[config.mk]
export PLATFORM = sky130hd
export DESIGN_NAME = lpg_link_pulse_gen
export DESIGN_NICKNAME = d
export VERILOG_FILES = /design/src/common/lpg_pkg.sv /design/src/verilog/lpg_link_pulse_gen.sv /design/src/verilog/lpg_pulse_stretch.sv
export SDC_FILE = /design/constraint.sdc
export NUM_CORES = 1
export LEC_CHECK = 0
export BUFFER_PORTS_ARGS = -buffer_cell sky130_fd_sc_hd__buf_2
export CAP_MARGIN = 20
export CORE_MARGIN = 2
export CORE_UTILIZATION = 46
export DETAILED_ROUTE_END_ITERATION = 16
export GPL_TIMING_DRIVEN = 0
export PLACE_DENSITY = 0.64
export SLEW_MARGIN = 0
export SYNTH_ARGS = -nofsm -noshare
export SYNTH_HDL_FRONTEND = slang
export SYNTH_SLANG_ARGS = --single-unit
export TNS_END_PERCENT = 10
[constraint.sdc]
create_clock -name clk -period 5.8 [get_ports clk]
set_input_delay 0.58 -clock clk [delete_from_list [all_inputs] [get_ports clk]]
set_output_delay 0.58 -clock clk [all_outputs]
set_load 0.01 [all_outputs]
[src/common/lpg_pkg.sv]
package lpg_pkg;
  // ****************************************
  // clock and timing figures
  // ****************************************
  localparam int CLK_HZ = 25_000_000;
  localparam int PULSE_NS = 100;       // link pulse width
  localparam int NLP_PERIOD_MS = 16;   // normal pulse repeat
  localparam int CLK_PERIOD_US = 125;  // clock pulse to clock pulse
  localparam int DATA_OFS_US = 62;     // clock pulse to data pulse
  localparam int BURST_MS = 2;         // burst span
  localparam int FLP_PERIOD_MS = 16;   // burst to burst
  localparam int WORD_BITS = 16;       // code word length

  // cycle counts; pulse width rounded up to a whole cycle
  localparam int PULSE_CYC = (CLK_HZ / 1000 * PULSE_NS + 999_999)
                             / 1_000_000;
  localparam int US_CYC = CLK_HZ / 1_000_000;
  localparam int SLOT_CYC = CLK_PERIOD_US * US_CYC;
  localparam int DATA_CYC = DATA_OFS_US * US_CYC;
  localparam int MS_CYC = CLK_HZ / 1000;
  localparam int NLP_CYC = NLP_PERIOD_MS * MS_CYC;
  localparam int FLP_CYC = FLP_PERIOD_MS * MS_CYC;
  localparam int BURST_CYC = BURST_MS * MS_CYC;

  // reset values
  localparam logic RST_PULSE = 1'b0;
endpackage

[src/verilog/lpg_link_pulse_gen.sv]
`timescale 1ns/1ps
`default_nettype none
// ****************************************
// link pulse generator
// ****************************************
// Contract
// - idle 10M: 100 ns pulse every 16 ms; code gives 3 cycles, 120 ns
// - burst clock/data pulses last 100 ns; code gives 3 cycles, 120 ns
// - clock pulses 125 us apart, one slot
// - bit one: data pulse 62 us later
// - burst spans 2 ms, repeats 16 ms
module lpg_link_pulse_gen
  import lpg_pkg::*;
#(
  parameter int NLP_PER = NLP_CYC,   // normal pulse period, cycles
  parameter int FLP_PER = FLP_CYC,   // burst period, cycles
  parameter int SLOT = SLOT_CYC,     // clock-to-clock, cycles
  parameter int DOFS = DATA_CYC,     // clock-to-data, cycles
  parameter int NBITS = WORD_BITS    // code word bits
) (
  input wire logic clk,                   // 25 MHz clock
  input wire logic rst_n,                 // async reset, low
  input wire logic enable,                // generator on
  input wire logic aneg_en,               // bursts instead of pulses
  input wire logic [NBITS-1:0] code_word, // word to advertise
  output logic tx_pulse,                  // pulse to line driver
  output logic burst_active,              // burst in progress
  output logic burst_done                 // one-cycle, burst ended
);
  typedef enum logic [2:0] {
    S_IDLE = 3'b001,
    S_NLP = 3'b010,
    S_FLP = 3'b100
  } lpg_state_t;

  typedef struct packed {
    lpg_state_t state;
    logic [31:0] per_cnt;   // period counter
    logic [31:0] slot_cnt;  // position inside slot
    logic [5:0] bit_idx;    // index of current slot
    logic [NBITS-1:0] word; // latched word
    logic fire;
    logic active;
    logic done;
  } lpg_st_t;

  lpg_st_t st_r, st_nxt;
  logic pulse_w;

  initial begin
    if (NBITS < 1 || NBITS > 31) $error("lpg: bad NBITS");
    if (DOFS < 1 || DOFS >= SLOT) $error("lpg: data must sit in slot");
    if (SLOT * (NBITS + 1) > FLP_PER) $error("lpg: burst longer than period");
  end

  // ****************************************
  // sequencing
  // ****************************************
  // one free-running period counter; bursts and pulses start at zero
  always_comb begin
    st_nxt = st_r;
    st_nxt.fire = 1'b0;
    st_nxt.done = 1'b0;
    unique case (st_r.state)
      S_IDLE: begin
        st_nxt.per_cnt = '0;
        st_nxt.active = 1'b0;
        if (enable) begin
          st_nxt.state = aneg_en ? S_FLP : S_NLP;
        end
      end
      S_NLP: begin
        // single pulse at the start of each 16 ms period
        st_nxt.fire = (st_r.per_cnt == '0);
        if (st_r.per_cnt == 32'(NLP_PER - 1)) begin
          st_nxt.per_cnt = '0;
          if (!enable || aneg_en) begin
            st_nxt.state = S_IDLE;
          end
        end else begin
          st_nxt.per_cnt = st_r.per_cnt + 32'h1;
        end
      end
      S_FLP: begin
        if (st_r.per_cnt == '0) begin
          // latch word so a change mid-burst cannot tear it
          st_nxt.word = code_word;
          st_nxt.bit_idx = '0;
          st_nxt.slot_cnt = '0;
          st_nxt.active = 1'b1;
        end else if (st_r.active) begin
          if (st_r.slot_cnt == 32'(SLOT - 1)) begin
            st_nxt.slot_cnt = '0;
            st_nxt.bit_idx = st_r.bit_idx + 6'h1;
            st_nxt.word = st_r.word >> 1;
          end else begin
            st_nxt.slot_cnt = st_r.slot_cnt + 32'h1;
          end
        end
        if (st_r.active || st_r.per_cnt == '0) begin
          // clock pulse at slot start, NBITS+1 of them per burst
          if (st_nxt.slot_cnt == '0 &&
              st_nxt.bit_idx <= 6'(NBITS)) begin
            st_nxt.fire = 1'b1;
          end
          // data pulse only for a one bit, LSB first
          if (st_r.slot_cnt == 32'(DOFS - 1) && st_r.word[0] &&
              st_r.bit_idx < 6'(NBITS)) begin
            st_nxt.fire = 1'b1;
          end
          if (st_r.bit_idx == 6'(NBITS) &&
              st_r.slot_cnt == 32'(DOFS - 1)) begin
            st_nxt.active = 1'b0;
            st_nxt.done = 1'b1;
          end
        end
        if (st_r.per_cnt == 32'(FLP_PER - 1)) begin
          st_nxt.per_cnt = '0;
          if (!enable || !aneg_en) begin
            st_nxt.state = S_IDLE;
          end
        end else begin
          st_nxt.per_cnt = st_r.per_cnt + 32'h1;
        end
      end
      default: begin
        st_nxt.state = S_IDLE;
      end
    endcase
  end

  // state register
  always_ff @(posedge clk or negedge rst_n) begin
    if (!rst_n) begin
      st_r <= '{state: S_IDLE, default: '0};
    end else begin
      st_r <= st_nxt;
    end
  end

  // ****************************************
  // pulse shaping
  // ****************************************
  lpg_pulse_stretch #(
    .WIDTH(PULSE_CYC)
  ) u_stretch (
    .clk(clk),
    .rst_n(rst_n),
    .fire(st_r.fire),
    .pulse_o(pulse_w)
  );

  assign tx_pulse = pulse_w;
  assign burst_active = st_r.active;
  assign burst_done = st_r.done;
endmodule
`default_nettype wire

[src/verilog/lpg_pulse_stretch.sv]
`timescale 1ns/1ps
`default_nettype none
// ****************************************
// fixed-width pulse former
// ****************************************
module lpg_pulse_stretch
  import lpg_pkg::*;
#(
  parameter int WIDTH = PULSE_CYC
) (
  input wire logic clk,   // system clock
  input wire logic rst_n, // async reset, low
  input wire logic fire,  // one-cycle start
  output logic pulse_o    // registered pulse
);
  typedef struct packed {
    logic [7:0] cnt;
    logic pulse;
  } lpg_ps_t;

  lpg_ps_t st_r, st_nxt;

  initial begin
    if (WIDTH < 1 || WIDTH > 255) $error("lpg_pulse_stretch: bad WIDTH");
  end

  // a new fire restarts the width, so a fire during a pulse stretches it into one longer pulse
  always_comb begin
    st_nxt = st_r;
    if (fire) begin
      st_nxt.cnt = 8'(WIDTH - 1);
      st_nxt.pulse = 1'b1;
    end else if (st_r.cnt != 8'h00) begin
      st_nxt.cnt = st_r.cnt - 8'h01;
    end else begin
      st_nxt.pulse = 1'b0;
    end
  end

  // state register
  always_ff @(posedge clk or negedge rst_n) begin
    if (!rst_n) begin
      st_r <= '0;
    end else begin
      st_r <= st_nxt;
    end
  end

  assign pulse_o = st_r.pulse;
endmodule
`default_nettype wire
After elaboration in Yosys (flattened, before gate mapping)
Cells that the tools add are included.

Input port bits: 20. Word-level logic and storage cells: 74. Register bits after elaboration: 101.

Equal/unequal tests: 15. Multiplexer cells: 25. Magnitude comparators: 2. Add/sub/neg operators: 4. Reductions and logical operators: 18.

Operator list (count): 2-to-1 mux 54 bit (3); adder 32 x 1 -> 32 bit, second input constant (2); zero test 32 bit (2); 2-to-1 mux 32 bit (2); one-hot mux 32 bit (2 select lines) (1); equality test 32 x 11 -> 1 bit, second input constant (1); equality test 32 x 12 -> 1 bit, second input constant (1); equality test 32 x 19 -> 1 bit, second input constant (1); 2-to-1 mux 22 bit (1); 2-to-1 mux 3 bit (7); inequality test 2 bit, second input constant (6); 2-to-1 mux 9 bit (1); one-hot mux 3 bit (3 select lines) (1); 2-to-1 mux 8 bit (1); nonzero test 8 bit (1); subtractor 8 x 1 -> 8 bit, second input constant (1); adder 6 x 1 -> 6 bit, second input constant (1); equality test 6 x 5 -> 1 bit, second input constant (1); less-or-equal comparator 6 x 5 -> 1 bit, second input constant (1); < comparator 6 x 5 -> 1 bit, second input constant (1); inequality test 3 bit, second input constant (2); nonzero test 2 bit (3); 2-to-1 mux 1 bit (5); AND reduction 5 bit (1); other kinds (10) (17).

Longest topological paths before layout
Word-level depth: 11. Depth in mapped cells: 11. Gate-level depth less buffers: 10.

Cells and area by module
Synthesis repeated with hierarchy kept, for this count alone.

Cell total of the unflattened synthesis: 779. Area, all modules: 6431.2 um^2.

By module, submodules not included: lpg_link_pulse_gen (area each 5962.0 um^2, cells each 730, instances 1); lpg_pulse_stretch (area each 469.2 um^2, cells each 49, instances 1).

Least setup slack after synthesis
Ideal clock, no wire load.

Kind: register -> register. From: reg st_r (netlist bit burst_active). To: reg st_r[2] in the netlist's numbering. Setup time: 0.067 ns. Data arrival time: 2.300 ns. Clock period less this slack: 2.367 ns. Slack: 3.433 ns. Stages on the path, launching flop included: 9. Path through: dfrtp_1 > nand3_1 > or4_4 > nor4_4 > a31oi_1 > nor3_1 > nand4_1 > o31ai_1 > a32o_1.

RTL lines: start: declaration (line lpg_link_pulse_gen.sv:47) `lpg_st_t st_r, st_nxt;`; start signal: assignment (line lpg_link_pulse_gen.sv:137) `st_r <= st_nxt;`.

Final worst setup path
From: reg st_r[32] in the netlist's numbering. To: reg st_r[29] in the netlist's numbering.

Cells in the longest elaborated chain, start to end: 5.

RTL lines: equality test 32 x 12 -> 1 bit (line lpg_link_pulse_gen.sv:92) `if (st_r.slot_cnt == 32'(SLOT - 1)) begin`; 2-to-1 mux 32 bit (line lpg_link_pulse_gen.sv:92); 2-to-1 mux 54 bit (line lpg_link_pulse_gen.sv:91) `end else if (st_r.active) begin`; 2-to-1 mux 54 bit (line lpg_link_pulse_gen.sv:85) `if (st_r.per_cnt == '0) begin`; 2-to-1 mux 54 bit (line lpg_link_pulse_gen.sv:64) `unique case (st_r.state)`.

No other way between the ends. The select of a mux whose other input is x is not followed. A chain may end at the register's enable or synchronous reset.

==> results.txt <==
Status: complete, no violations
Wl on met1: 7.72 mm
Port-buffer cells: 22
Ratio of cells with drive above 1 in the final layout: 0.0748
Req. time, crit path: 6.02 ns
GRT overflow: 0
WS Path Type: register to register
Initial antenna violation count: 0
Max_slew headroom: 0.533
HPWL after detailed placement: 11.5 mm
Die extent in x: 120 µm
Worst R2R Path Depth: 10
Met2 WL post-DR: 7.50 mm
Post-route ant nets: 0
IO Pins: 23
Die Height: 120 µm
Vias per inst: 6.17
Worst-margin pin slew: 0.701 ns
Post-Syn Nets: 779
Total wire length: 16.5 mm
Minimum clock period: 3.24 ns
Via count of the first global-routing pass: 5469
Final cell count without fillers: 965
Sequential-to-total area share from yosys stat: 0.411
Lkg Pwr: 0.00276 µW
Post-synth top flop: dfrtp_1
Initial Util: 0.468
Setup Fix Bufs, Post-CTS: 0
Final Hold Fails: 0
Design Area, Final: 6840 µm²
Highest metal used: met4
Clk slew on worst S/H paths: 0.07 ns
Pwr dens: 320 nW/µm²
Pre-antenna DRT Iters: 5
DRC: 0
Startpoint types: register
Vias: 5952
Setup TNS: 0 ns
Crit path DAT: 3.46 ns
Core footprint: 13100 µm²
Synth unique cells: 60
Sink Count: 101
Largest net degree at the start of global routing: 53
Unrepaired setup endpoints after global routing: no
Crit. End Element: register
Root buf cell: clkbuf_16
Max-cap violations: 0
Ant diodes: 0
CTS tree: yes
Final setup vio count: 0
R2r endpoint: st_r[29]
Area grow syn2layout: 11.2%
Post-place instance area: 6510 µm²
CTS resizes: 0
Final nets: 813
YS warnings: 0
CP max FO: 10
Fin. max-slew vios: 0
Post-Place Cells: 949
Clock Skew: 0.00575 ns
Die area: 14300 µm²
Num rows: 42
Final Cycle Share: 0.558
First-pass GRT wire length: 27.3 mm
Worst-case clock buffer depth: 2
Synthesized area per cell: 8.19 µm²
Max Freq: 0.309 GHz
Worst skew pair latency: 0.37 ns
Synth Register Bits: 101
RR Startpoint: st_r[32]
Synth async-reset ratio: 1.00
Worst IR Drop VDD: 225 µV
Reg-to-reg slack, setup: 2.56 ns
Metal3 WL: 1.01 mm
GPL Wtd Cong: 0.883
CTS Hold Bufs: 0
# H-tree levels: 3
Post-synth EDFFs: 0
Cells after synthesis: 750
Routed wire length per instance: 17.1 µm
Min-Delay Path Class: primary input to asynchronous set/reset pin
Post-Syn Area: 6150 µm²
GRT Total Usage: 0.236
Initial drt markers: 524
Num CTS Buffers: 9
kinds of logic (layout without fill, tap and decap cells):
family | Yosys count | count (layout) | synth area share
simple gates | 323 | 323 | 0.270
compound gates | 226 | 226 | 0.220
flops | 101 | 101 | 0.411
buf+inv | 63 | 102 | 0.0397
xor+xnor | 24 | 24 | 0.0342
fa+ha+maj | 9 | 9 | 0.0183
mux | 4 | 4 | 0.00672
worst max-delay path: stages, from the launching register on:
cell	delay [ns]
dfrtp_1	0.36
clkbuf_1	0.19
nor4_1	0.41
nand4_1	0.20
nor3_2	0.57
inv_1	0.18
nand2_1	0.35
clkbuf_1	0.47
o21ai_0	0.17
nand2_1	0.11
o31ai_1	0.08
registers in the layout (all words and copies together), names as in the netlist:
register,count
u_stretch.pulse_o,1
st_r,90
u_stretch.st_r,8
burst_active,1
burst_done,1
per-stage QoR:
stage | util | hold slack (ns) | setup WS [ns] | power (µW)
4_1_cts | 0.520 | 0.285 | 2.69 | 2200
3_5_place_dp | 0.495 | 0.471 | 2.70 | 1510
6_report | 0.520 | 0.254 | 2.56 | 2190
2_1_floorplan | - | 0.284 | 3.43 | 1300
3_3_place_gp | 0.493 | 0.459 | 2.77 | 1490
5_1_grt | 0.520 | 0.326 | 2.38 | 2320
cells in the final DEF, fill, tap and decap left out, drive strengths merged, types with 26 or more instances in the layout:
cell type and n:
nor2 65, nand2 99, a21oi 44, dfrtp 100
buf 29, nor3 26, o21ai 93, clkbuf 46
nand3 29
cells in the mapped netlist, types with 2 or more instances:
library cell  number  area [µm²]
dfrtp_1          100        2500
nand2_1           98         368
o21ai_0           92         460
nor2_1            65         244
a21oi_1           44         220
clkbuf_1          36         135
nand3_1           29         145
nor3_1            24         120
o31ai_1           23         173
inv_1             20        75.1
nand4_1           20         125
nor4_1            18         113
o22ai_1           17         106
and3_1            13        81.3
xor2_1            13         114
and4_1            12         105
a31oi_1           11        68.8
xnor2_1           11        96.3
and2_1             9        56.3
ha_1               9         113
o41ai_1            6        52.6
or3_1              6        37.5
a21o_1             5        37.5
buf_2              5        25.0
nand2b_1           5        31.3
nand3b_1           5        37.5
a22o_1             4        35.0
nor4b_1            4        35.0
a32o_1             3        30.0
mux2i_1            3        30.0
o211ai_1           3        22.5
o21bai_1           3        22.5
a311oi_1           2        17.5
nor3_2             2        20.0
nor4_4             2        42.5
o21a_1             2        15.0
or2_2              2        12.5
or4_1              2        15.0
cell type report:
cell class	count	area, µm²
clock inverters	7	105
fillers	1258	6300
plain buffers	43	169
multi-input cells	586	3370
flip-flops and latches	101	2530
clock buffers	9	225
well taps	176	220
repair buffers	23	140
inverters	20	75.1
metal layers:
layer | GRT usage | vias to the layer above
li1 | - | 2823
met1 | 0.339 | 2889
met2 | 0.369 | 217
met3 | 0.0390 | 23
met4 | 0.0706 | 0
met5 | 0 | -
how the worst max path moves through the flow:
stage                       from        to  slack [ns]  depth (start not counted)
floorplan           burst_active   st_r[2]        3.43                          8
global placement        st_r[25]   st_r[2]        2.77                          9
detailed placement      st_r[32]  st_r[45]        2.70                         10
CTS                     st_r[32]  st_r[52]        2.69                         10
global route            st_r[25]   st_r[2]        2.38                          9
finish                  st_r[32]  st_r[29]        2.56                         10
report_power, final:
part           switching, µW  total, µW  internal, µW
sequential              70.5        873           803
combinational            425        633           208
clock                    297        683           385
No activity file was read; power rests on OpenSTA's default activity.
